### config.mk
export PLATFORM = sky130hd
export DESIGN_NAME = pal_lookup
export DESIGN_NICKNAME = d
export VERILOG_FILES = /design/src/pal_pkg.sv /design/src/pal_lookup.sv
export SDC_FILE = /design/constraint.sdc
export NUM_CORES = 1
export LEC_CHECK = 0
export BUFFER_PORTS_ARGS = -buffer_cell sky130_fd_sc_hd__buf_2
export CORE_AREA = 2 2 122 124
export CTS_CLUSTER_SIZE = 16
export DETAILED_ROUTE_END_ITERATION = 6
export DIE_AREA = 0 0 124 126
export PLACE_DENSITY = 0.66
export SLEW_MARGIN = 25
export SYNTH_ARGS = -nofsm -noshare
export SYNTH_HDL_FRONTEND = slang
export SYNTH_SLANG_ARGS = --single-unit
### constraint.sdc
create_clock -name clk -period 2.5 [get_ports clk]
set_input_delay 0.5 -clock clk [delete_from_list [all_inputs] [get_ports clk]]
set_output_delay 0.5 -clock clk [all_outputs]
set_load 0.02 [all_outputs]
### src/pal_pkg.sv
// Purpose: Constants for the page attribute lookup block
// Assumes: 100 MHz core clock, single domain
// Notes: Memory type codes and table reset image live here
package pal_pkg;
  localparam logic [31:0] PAL_TABLE_ADDR = 32'h0000_0277;
  localparam logic [31:0] PAL_QUERY_LEAF = 32'h0000_0001;
  localparam int PAL_QUERY_BIT = 16;
  localparam int PAL_ENTRIES = 8;
  localparam int PAL_ENTRY_W = 8;
  localparam int PAL_TYPE_W = 3;
  localparam int PAL_PTE_ATTR_BIT = 7;
  localparam int PAL_PDE_ATTR_BIT = 12;
  localparam int PAL_CD_BIT = 4;
  localparam int PAL_WRITE_THROUGH_BIT = 3;
  localparam logic [2:0] PAL_UNCACHEABLE = 3'h0;
  localparam logic [2:0] PAL_WRITE_COMBINING = 3'h1;
  localparam logic [2:0] PAL_WRITE_THROUGH_TYPE = 3'h4;
  localparam logic [2:0] PAL_WRITE_PROTECTED = 3'h5;
  localparam logic [2:0] PAL_WRITE_BACK = 3'h6;
  localparam logic [2:0] PAL_WEAK_UNCACHEABLE = 3'h7;
  localparam logic [63:0] PAL_TABLE_RESET = 64'h0007_0406_0007_0406;
endpackage : pal_pkg

### src/pal_lookup.sv
// Purpose: Page memory-type attribute table with fault checks and lookup
// Assumes: Requests are one-cycle strobes synchronous to clk
// Notes: Effective type merges table type with the range-register type
//
// Overview of operation
// - Feature query leaf 1 reports bit 16
// - Lookup always active, no enable control
// - Table lives at fixed register address 277H
// - Eight byte entries, low three bits type
// - Six legal type encodings, rest reserved
// - Reserved type write faults and is rejected
// - Index is attribute, cache-disable, write-through bits
// - Attribute bit 7 small, 12 large pages
// - Cache-disable bit 4, write-through bit 3
// - Combine table type with range-register type
// - Hard reset loads four default types, twice
// - Soft init reset keeps the table
// - Access only by privilege level zero
// - Entry bits never choose type directly
`timescale 1ns/100ps
`default_nettype none
module pal_lookup
  import pal_pkg::*;
(
  input wire logic clk,
  input wire logic rst_n,
  input wire logic soft_init,
  input wire logic query_valid,
  input wire logic [31:0] query_leaf,
  output logic [31:0] query_result_r,
  input wire logic reg_read,
  input wire logic reg_write,
  input wire logic [31:0] reg_addr,
  input wire logic [63:0] reg_wdata,
  input wire logic [1:0] privilege_level,
  output logic [63:0] reg_rdata_r,
  output logic reg_done_r,
  output logic protection_fault_r,
  input wire logic lookup_valid,
  input wire logic large_page,
  input wire logic [63:0] page_entry,
  input wire logic [2:0] range_type,
  output logic lookup_done_r,
  output logic [2:0] table_type_r,
  output logic [2:0] effective_type_r
);
  logic [63:0] page_attribute_table_r;
  logic [PAL_ENTRIES-1:0] entry_bad;
  logic hit;
  logic priv_ok;
  logic wr_bad;
  logic attribute_index_high_bit;
  logic cache_disable_bit;
  logic write_through_bit;
  logic [2:0] index;
  logic [2:0] sel_type;
  logic [2:0] eff_type;

  // Per-entry legality; 02H, 03H and any upper bit are refused
  genvar g;
  generate
    for (g = 0; g < PAL_ENTRIES; g++) begin : g_chk
      assign entry_bad[g] =
        (|reg_wdata[g*PAL_ENTRY_W+PAL_TYPE_W +: 5]) ||
        (reg_wdata[g*PAL_ENTRY_W +: PAL_TYPE_W] == 3'h2) ||
        (reg_wdata[g*PAL_ENTRY_W +: PAL_TYPE_W] == 3'h3);
    end
  endgenerate

  assign hit = (reg_addr == PAL_TABLE_ADDR);
  assign priv_ok = (privilege_level == 2'h0);
  assign wr_bad = |entry_bad;

  // Attribute bit position depends on page size
  assign attribute_index_high_bit = large_page ?
    page_entry[PAL_PDE_ATTR_BIT] : page_entry[PAL_PTE_ATTR_BIT];
  assign cache_disable_bit = page_entry[PAL_CD_BIT];
  assign write_through_bit = page_entry[PAL_WRITE_THROUGH_BIT];
  assign index = {attribute_index_high_bit, cache_disable_bit,
                  write_through_bit};
  // Always through the table, never the raw bits
  assign sel_type = page_attribute_table_r[index*PAL_ENTRY_W +: PAL_TYPE_W];

  // Simplified merge: uncacheable range wins, write-combining range replaces write-back and keeps any other table type,
  // write-through range downgrades write-back, weak-uncacheable table type becomes uncacheable, otherwise table type
  always_comb begin
    if (range_type == PAL_UNCACHEABLE) begin
      eff_type = PAL_UNCACHEABLE;
    end else if (range_type == PAL_WRITE_COMBINING) begin
      eff_type = (sel_type == PAL_WRITE_BACK) ?
        PAL_WRITE_COMBINING : sel_type;
    end else if (range_type == PAL_WRITE_THROUGH_TYPE &&
                 sel_type == PAL_WRITE_BACK) begin
      eff_type = PAL_WRITE_THROUGH_TYPE;
    end else if (sel_type == PAL_WEAK_UNCACHEABLE) begin
      eff_type = PAL_UNCACHEABLE;
    end else begin
      eff_type = sel_type;
    end
  end

  // Table storage; soft init deliberately leaves it alone
  always_ff @(posedge clk) begin
    if (!rst_n) begin
      page_attribute_table_r <= PAL_TABLE_RESET;
    end else if (reg_write && hit && priv_ok && !wr_bad && !soft_init) begin
      page_attribute_table_r <= reg_wdata;
    end
  end

  // Register access answer
  always_ff @(posedge clk) begin
    if (!rst_n) begin
      reg_done_r <= 1'b0;
      protection_fault_r <= 1'b0;
      reg_rdata_r <= 64'h0;
    end else begin
      reg_done_r <= (reg_read || reg_write) && !soft_init;
      protection_fault_r <= !soft_init && (reg_read || reg_write) &&
        (!hit || !priv_ok || (reg_write && wr_bad));
      if (reg_read && hit && priv_ok && !soft_init) begin
        reg_rdata_r <= page_attribute_table_r;
      end else begin
        reg_rdata_r <= 64'h0;
      end
    end
  end

  // Feature query
  always_ff @(posedge clk) begin
    if (!rst_n) begin
      query_result_r <= 32'h0;
    end else if (query_valid) begin
      query_result_r <= 32'h0;
      query_result_r[PAL_QUERY_BIT] <= (query_leaf == PAL_QUERY_LEAF);
    end
  end

  // Lookup pipeline, one cycle
  always_ff @(posedge clk) begin
    if (!rst_n) begin
      lookup_done_r <= 1'b0;
      table_type_r <= 3'h0;
      effective_type_r <= 3'h0;
    end else begin
      lookup_done_r <= lookup_valid;
      if (lookup_valid) begin
        table_type_r <= sel_type;
        effective_type_r <= eff_type;
      end
    end
  end

  // Assertions
  property p_bad_write_faults;
    @(posedge clk) disable iff (!rst_n)
      (reg_write && !soft_init && hit && priv_ok && wr_bad) |=>
        protection_fault_r && reg_done_r;
  endproperty
  a_bad_write_faults: assert property (p_bad_write_faults)
    else $error("illegal write did not fault");

  property p_bad_write_keeps;
    @(posedge clk) disable iff (!rst_n)
      (reg_write && (wr_bad || !priv_ok || !hit)) |=>
        page_attribute_table_r == $past(page_attribute_table_r);
  endproperty
  a_bad_write_keeps: assert property (p_bad_write_keeps)
    else $error("rejected write changed table");

  property p_priv_fault;
    @(posedge clk) disable iff (!rst_n)
      ((reg_read || reg_write) && !soft_init && !priv_ok) |=>
        protection_fault_r;
  endproperty
  a_priv_fault: assert property (p_priv_fault)
    else $error("unprivileged access did not fault");

  property p_good_write;
    @(posedge clk) disable iff (!rst_n)
      (reg_write && hit && priv_ok && !wr_bad && !soft_init) |=>
        page_attribute_table_r == $past(reg_wdata) && !protection_fault_r;
  endproperty
  a_good_write: assert property (p_good_write)
    else $error("legal write not stored");

  property p_lookup_sel;
    @(posedge clk) disable iff (!rst_n)
      lookup_valid |=> lookup_done_r && table_type_r == $past(sel_type);
  endproperty
  a_lookup_sel: assert property (p_lookup_sel)
    else $error("lookup selected wrong entry");

  property p_reset_table;
    @(posedge clk) !rst_n |=> page_attribute_table_r == PAL_TABLE_RESET;
  endproperty
  a_reset_table: assert property (p_reset_table)
    else $error("table not at reset image");

  property p_soft_keep;
    @(posedge clk) disable iff (!rst_n)
      soft_init |=> $stable(page_attribute_table_r);
  endproperty
  a_soft_keep: assert property (p_soft_keep)
    else $error("soft init changed table");

  property p_query;
    @(posedge clk) disable iff (!rst_n)
      (query_valid && query_leaf == 32'h1) |=> query_result_r[16];
  endproperty
  a_query: assert property (p_query)
    else $error("feature flag missing");

  property p_query_other;
    @(posedge clk) disable iff (!rst_n)
      (query_valid && query_leaf != PAL_QUERY_LEAF) |=>
        query_result_r == 32'h0;
  endproperty
  a_query_other: assert property (p_query_other)
    else $error("feature flag set for other leaf");

  property p_soft_quiet;
    @(posedge clk) disable iff (!rst_n)
      soft_init |=> !reg_done_r && !protection_fault_r;
  endproperty
  a_soft_quiet: assert property (p_soft_quiet)
    else $error("access answered during soft init");

  property p_uc_range;
    @(posedge clk) disable iff (!rst_n)
      (lookup_valid && range_type == 3'h0) |=> effective_type_r == 3'h0;
  endproperty
  a_uc_range: assert property (p_uc_range)
    else $error("uncacheable range not honoured");
endmodule // pal_lookup
`default_nettype wire

======== Word level (Yosys, flattened, before mapping) ========
Index checks and enable logic that the tools add are counted.
W data, S select, Z words.
storage, ports and cells
  bits in registers ....................... 138
  output and inout port bits .............. 105
  input port bits ......................... 205
cells by class
  equal/unequal tests ..................... 22
  mux-type cells .......................... 6
  reduce and logical (&&, ||, !) cells .... 46
  shift-type cells ........................ 1
operators by type and width
  operator                number
  $shiftx A64 B7 Y3       1
  $eq A3 B2 Y1 const B    16
  $reduce_or A5 Y1        8
  $eq A32 B1 Y1 const B   1
  $eq A32 B10 Y1 const B  1
  $logic_or A1 B1 Y1      19
  $mux W3                 5
  $logic_and A1 B1 Y1     11
  $eq A3 B3 Y1 const B    3
  $reduce_or A8 Y1        1
  $logic_not A1 Y1        4
  $eq A3 B1 Y1 const B    1
  $logic_not A3 Y1        1
  $logic_not A2 Y1        1
  $reduce_and A2 Y1       1
  $mux W1                 1

======== Depth between registers and ports, before layout ========
Gate-level depths: netlist (run 1).
  depth in word-level cells ............... 7
  gate-level depth with buffers ........... 7

======== Worst setup path after synthesis (run 1) ========
No wires, ideal clock.
  path kind ............................... input to register
  start point ............................. input page_entry[3]
  end point ............................... register effective_type_r[1]
  buffers on the path ..................... 1
  library setup time ...................... 0.130 ns
  arrival ................................. 1.804 ns
  required time ........................... 2.370 ns
  setup slack ............................. 0.566 ns
  stages on the path ...................... 6
  path through ............................ buf_6 -> mux4_2 -> mux2i_4 -> o22ai_1 -> a221oi_1 -> o31ai_1
on the way
  word-level cells in the longest chain between the ends .. 6
ends and longest elaborated chain
  item                                            RTL line                                              text
  from (decl)                                     pal_lookup.sv:41                                      input wire logic [63:0] page_entry,
  $shiftx A64 B7 Y3 *                             pal_lookup.sv:82                                      assign sel_type = page_attribute_table_r[index*PAL_ENTRY_W +: PAL_TYPE_W];
  $eq A3 B3 Y1, on equally long branches          pal_lookup.sv:95, pal_lookup.sv:90, pal_lookup.sv:93
  $mux W3 or $logic_and A1 B1 Y1 (tied branches)  pal_lookup.sv:95, pal_lookup.sv:92
  $mux W3                                         pal_lookup.sv:92                                      end else if (range_type == PAL_WRITE_THROUGH_TYPE &&
  $mux W3 *                                       pal_lookup.sv:89                                      end else if (range_type == PAL_WRITE_COMBINING) begin
  $mux W3 *                                       pal_lookup.sv:87                                      if (range_type == PAL_UNCACHEABLE) begin
  to (signal assigned)                            pal_lookup.sv:149                                     effective_type_r <= eff_type;
  to (decl)                                       pal_lookup.sv:45                                      output logic [2:0] effective_type_r
Mark *: on every way between the ends. The rest lies on a longest branch, timed or not.
A chain may end at the register's enable or synchronous reset.

======== Final worst setup path (run 1) ========
Same ends and word-level chain as after synthesis.

==> results of run 1 <==
==> state kept, by name, indices dropped and copies added (netlist names) <==
signal and flops:
lookup_done_r 1, reg_done_r 1, effective_type_r 3, query_result_r 1, page_attribute_table_r 64, table_type_r 3, protection_fault_r 1, reg_rdata_r 64
==> layout make-up <==
type | instances | area, um^2 | area share, %
inverters | 2 | 7.51 | 0.111
repair buffers | 223 | 1150 | 17.1
flip-flops and latches | 138 | 2760 | 40.9
multi-input cells | 304 | 2020 | 29.8
well taps | 184 | 230 | 3.40
clock buffers | 24 | 502 | 7.42
clock inverters | 7 | 88.8 | 1.31
==> layer usage <==
metal  vias up  GRT usage [%]  routed length (um)
met5         -              0                  13
met4         2           5.88                 167
met3        17           6.48                 911
met2       162           28.4                6360
met1      1820           18.5                5140
li1       1965              -                   -
==> power by group <==
group          switching (W)  leakage, nW  internal [W]
clock network       0.000873        0.296       0.00159
logic               0.000165         1.88      0.000140
registers         0.00000435         1.11       0.00221
total                0.00104         3.29       0.00394
==> metrics by stage <==
step	setup slack, ps	instances	area, um^2	power, W
3_5_place_dp	232	851	6170	0.00257
5_1_grt	546	882	6760	0.00516
2_1_floorplan	566	500	5150	0.00245
3_3_place_gp	251	851	6170	0.00256
6_report	668	882	6760	0.00498
4_1_cts	663	882	6760	0.00503
==> Yosys cell counts, drive strengths merged (4+ instances only) <==
master,n
and2,65
and3,40
buf,36
clkbuf,20
dfxtp,138
mux2i,28
mux4,6
nand2,35
nand2b,6
nand4,6
nor2,7
nor2b,27
nor3,4
nor4,21
==> cell families (layout without fill, tap and decap cells) <==
family                 count (synthesis)  after routing  synth area share [%]
other                                  1             31                0.0745
AOI/OAI and AO/OA                     15             15                  2.36
muxes                                 35             35                  9.49
DFF                                  138            138                  54.9
and+or+nand+nor                      223            223                  25.9
buffers and inverters                 58            256                  7.33
==> worst reg2reg max path, delay by kind of cell, from the launching register on <==
| family | cells | cell delay [ps] |
|---|---|---|
| compound gates | 3 | 570 |
| flops | 1 | 320 |
| mux | 2 | 770 |
==> path summary, 6_finish.rpt <==
path	to	cells past startpoint	slack, ps
setup / recovery	effective_type_r[1]	6	670
hold / removal	reg_done_r	2	290
setup reg to reg	effective_type_r[1]	5	730
hold reg to reg	reg_rdata_r[43]	1	440
==> results by group, run 1 <==
Outcome
  • Status: complete, no violations

Setup path
  • Worst Path Required: 2790 ps
  • Critical Path Fanout Max: 6
  • Worst Path Arrival: approximately 2100 ps
  • Max stage delay on crit path: roughly 600 ps
  • Endpoint class of the critical path: flip-flop
  • Worst Setup SP: page_entry[3]
  • CP Cell Sequence: buf_2 -> mux4_2 -> mux2i_4 -> o22ai_1 -> a221oi_1 -> o31ai_1
  • Reg2Reg Launch Point: page_attribute_table_r[24]
  • Crit path launch type: input port
  • Worst path slowest cell: mux4_2
  • Delay-heaviest family, CP: multiplexers
  • Buf/Inv on CP: 1
  • Crit Path Class: in -> reg

Drt
  • Drt first-iter violations: 190
  • Via count: approximately 4000
  • Detailed Routing Iterations Pass 1: 4
  • Drt drc: 0
  • Final WL: around 13000 um
  • Antenna Nets Post-Route: 0
  • Vias per cell: about 4.5
  • WL per Instance: around 14 um

Clock tree
  • Root Driver: clkbuf_16
  • Worst-Skew Late Latency: 410 ps
  • Setup Fix Bufs, Post-CTS: 0
  • H-tree level count: 4
  • Post-cts resize count: 0
  • Sinks on Clock Net: between 100 and 150
  • CTS tree: built
  • Num CTS Buffers: 17
  • Clk slew on worst S/H paths: 60 ps
  • Hold-fix buffers, CTS: 0
  • CTS Buffer Depth: 2

Floorplan
  • Initial core utilization: a little over a third
  • Die height: 126 um
  • I/O Pins: 310
  • Die width: between 100 and 150 um
  • Core area: approximately 14000 um^2
  • Site Rows: 44
  • Die area: 15600 um^2

STA
  • Setup TNS Final: 0 ps
  • Final Max Slew Viols: 0
  • Min cycle time layout: 1830 ps
  • Worst hold slack: 292 ps
  • Fmax: around 550 MHz
  • RSZ-0062 raised after global routing: false
  • # setup viols final: 0
  • Crit share post-route: 73.3%
  • Final Hold Viols: 0
  • Setup Skew: between 6 and 7 ps

Finish
  • Post-layout util: between 40% and 50%
  • Area growth syn-to-layout: 34.3%
  • Final Net Count: roughly 890
  • Fillers: ~1400
  • Commonest non-fill, non-tap cell in the layout: buf_2
  • Share of layout cells above drive strength 1: a little under two fifths
  • Ant. Diodes: 0
  • Most frequent cells in the layout: 218 x buf_2, 138 x dfxtp_1, 65 x and2_1, 40 x and3_1, 35 x nand2_1

Place
  • HPWL Detailed: 9510 um
  • IO Port Bufs: 218
  • GPL Wtd Cong: 0.757

Global routing
  • All-layer global routing usage: about 17%
  • Initial antenna violation count: 1
  • Pin count of the biggest net entering global routing: 65
  • Vias in the first global route: slightly below 4000
  • Gr ovfl total: 0
  • Global-route wire length before repair: approximately 19000 um

Logic synthesis
  • Syn Area/Cell: 10.7 um^2
  • EDFF count, synth: 0
  • Yosys warns: 0
  • Synth cell types: 40
  • Synth Cell Area: just over 5000 um^2
  • Most common flop cell mapped by yosys: dfxtp_1
  • Async SR Flop Fraction: 0%
  • Register area share after synthesis: between 50 and 60%
  • Yosys top cell area share: a little over half
  • Top cell type by total area after synthesis: dfxtp_1
  • Seq cells post-synth: between 100 and 150
  • Post-Syn Instances: 470
  • Leading post-synthesis cells by cell area: dfxtp_1 55%, and2_1 8.1%, and3_1 5.0%

Job
  • Maxcap violations: 0

Pwr
  • Maximum vdd drop: around 0.46 mV
  • Pleak: about 3.3 nW
  • Cell area power density: around 740 nW/um^2

Worst hold path
  • Hold path start: soft_init
  • Min-Delay Path Class: in -> reg
Power figures use the tool's default switching activity.
==> run 2: changes to the inputs <==
==> constraint.sdc (replaced) <==
create_clock -name clk -period 1.7 [get_ports clk]
set_input_delay 0.34 -clock clk [delete_from_list [all_inputs] [get_ports clk]]
set_output_delay 0.34 -clock clk [all_outputs]
set_load 0.02 [all_outputs]
==> results by group, run 2 (synthesis gave the netlist of run 1 again) <==
Finish
  • Final Net Count: 901 (was 891)
  • Register area: 2760 um^2 (unchanged)
  • Most frequent cells in the layout: 218 x buf_2, 138 x dfxtp_1, 65 x and2_1, 40 x and3_1, 35 x nand2_1 (unchanged)
  • Area of the multi-input gates: 2030 um^2 (was 2020 um^2)
  • Biggest regs: page_attribute_table_r (64), reg_rdata_r (64) (unchanged)
  • Area growth syn-to-layout: 37.3% (was 34.3%)
  • Commonest non-fill, non-tap cell in the layout: buf_2 (unchanged)
  • Share of layout cells above drive strength 1: 40.1% (was 37.7%)
  • Fin area: 6910 um^2 (was 6760 um^2)
  • Fillers: 1367 (was 1353)

STA
  • Crit share post-route: a little over nine tenths
  • # setup viols final: 0 (unchanged)
  • Setup Skew: 7.65 ps (was 6.17 ps)
  • Setup TNS Final: 0 ps (unchanged)
  • Final Hold Viols: 0 (unchanged)
  • Fmax: roughly 600 MHz
  • Final Max Slew Viols: 0 (unchanged)
  • Slew @ Worst Pin: roughly 490 ps
  • RSZ-0062 raised after global routing: false (unchanged)
  • Min cycle time layout: around 1700 ps
  • Slew HR: around two thirds

Floorplan
  • Core area: 14300 um^2 (unchanged)
  • I/O Pins: 310 (unchanged)
  • Die height: 126 um (unchanged)
  • Die width: 124 um (unchanged)
  • Initial core utilization: 35.2% (unchanged)
  • Die area: 15600 um^2 (unchanged)
  • Site Rows: 44 (unchanged)

Setup path
  • Crit Path Class: reg -> reg (was in -> reg)
  • Worst Path Arrival: 1940 ps (was 2120 ps)
  • Worst Path Required: 1980 ps (was 2790 ps)
  • Critical Path Fanout Max: 5 (was 6)
  • Crit path launch type: flip-flop (was input port)
  • Endpoint class of the critical path: flip-flop (unchanged)

Clock tree
  • Hold-fix buffers, CTS: 0 (unchanged)
  • Sinks on Clock Net: 138 (unchanged)
  • CTS Buffer Depth: 2 (unchanged)
  • Num CTS Buffers: 17 (unchanged)
  • Worst-Skew Late Latency: 410 ps (about the same)
  • CTS tree: built (unchanged)
  • Post-cts resize count: 0 (unchanged)
  • Setup Fix Bufs, Post-CTS: 0 (unchanged)
  • H-tree level count: 4 (unchanged)
  • Clk slew on worst S/H paths: 60 ps (about the same)
  • Root Driver: clkbuf_16 (unchanged)

Place
  • DP Area: 6270 um^2 (was 6170 um^2)
  • HPWL Detailed: 9820 um (was 9510 um)
  • GPL Wtd Cong: 0.873 (was 0.757)
  • IO Port Bufs: 218 (unchanged)

Drt
  • Vias per cell: 4.52 (was 4.50)
  • Detailed Routing Iterations Pass 1: 4 (unchanged)
  • Via count: 4038 (was 3966)
  • Drt drc: 0 (unchanged)
  • WL per Instance: 14.2 um (was 14.3 um)
  • Drt first-iter violations: 169 (was 190)
  • Antenna Nets Post-Route: 0 (unchanged)
  • Final WL: 12700 um (was 12600 um)

Global routing
  • Vias in the first global route: 3947 (was 3923)
  • Initial antenna violation count: 1 (unchanged)
  • All-layer global routing usage: 16.3% (was 16.5%)
  • Gr ovfl total: 0 (unchanged)
  • Global-route wire length before repair: 19600 um (was 19300 um)
  • Pin count of the biggest net entering global routing: 43 (was 65)

Job
  • Maxcap violations: 0 (unchanged)

Worst hold path
  • Min-Delay Path Class: in -> reg (unchanged)

Pwr
  • Cell area power density: 1090 nW/um^2 (was 737 nW/um^2)
  • Pleak: 3.34 nW (was 3.29 nW)
  • Maximum vdd drop: 0.644 mV (was 0.461 mV)

Outcome
  • Status: complete, no violations (unchanged)
-- run 2: worst paths after layout --
kind	start	end	slack [ps]	cells after the start
worst max-delay path	page_attribute_table_r[48]	effective_type_r[2]	40	6
worst max register to register	page_attribute_table_r[48]	effective_type_r[2]	40	6
worst min-delay path	soft_init	reg_done_r	130	2
worst min register to register	page_attribute_table_r[61]	reg_rdata_r[61]	450	1
-- run 2: layout make-up --
class / count / area share [%]
Antenna cell: 1 / 0.0362
Clock buffer: 18 / 6.21
Clock inverter: 14 / 2.64
Inverter: 2 / 0.109
Multi-Input combinational cell: 304 / 29.4
Sequential cell: 138 / 40.0
Tap cell: 184 / 3.33
Timing Repair Buffer: 233 / 18.3
-- run 2: critical path: stages, from the launching register on --
cell and delay, ps:
dfxtp_1 360, mux4_2 510, mux2i_4 160, buf_4 160, nor2_1 50, nor3b_1 210, o31ai_1 90
-- run 2: stage by stage --
stage               hold slack, ps  power (W)  instances  util, %  setup WS [ps]
global route                   137    0.00780        893     48.3          0.563
finish                         132    0.00753        894     48.3           40.2
global placement               434    0.00379        861     43.8           -212
CTS                            119    0.00761        893     48.1           47.1
floorplan                      421    0.00361        500        -          -39.4
detailed placement             435    0.00380        861     43.8           -293
-- run 2: report_power, final --
group / internal [W] / switching, W / total (W)
sequential: 0.00325 / 0.00000629 / 0.00325
combinational: 0.000228 / 0.000254 / 0.000482
clock: 0.00235 / 0.00145 / 0.00380
-- run 2: layer usage --
layer	wire length [um]	share of wire (%)	track usage, %	vias up
li1	-	-	-	1986
met1	5120	40	19.0	1852
met2	6380	50	28.0	184
met3	993	7.8	4.71	16
met4	223	1.8	6.61	0
met5	0	0	0	-
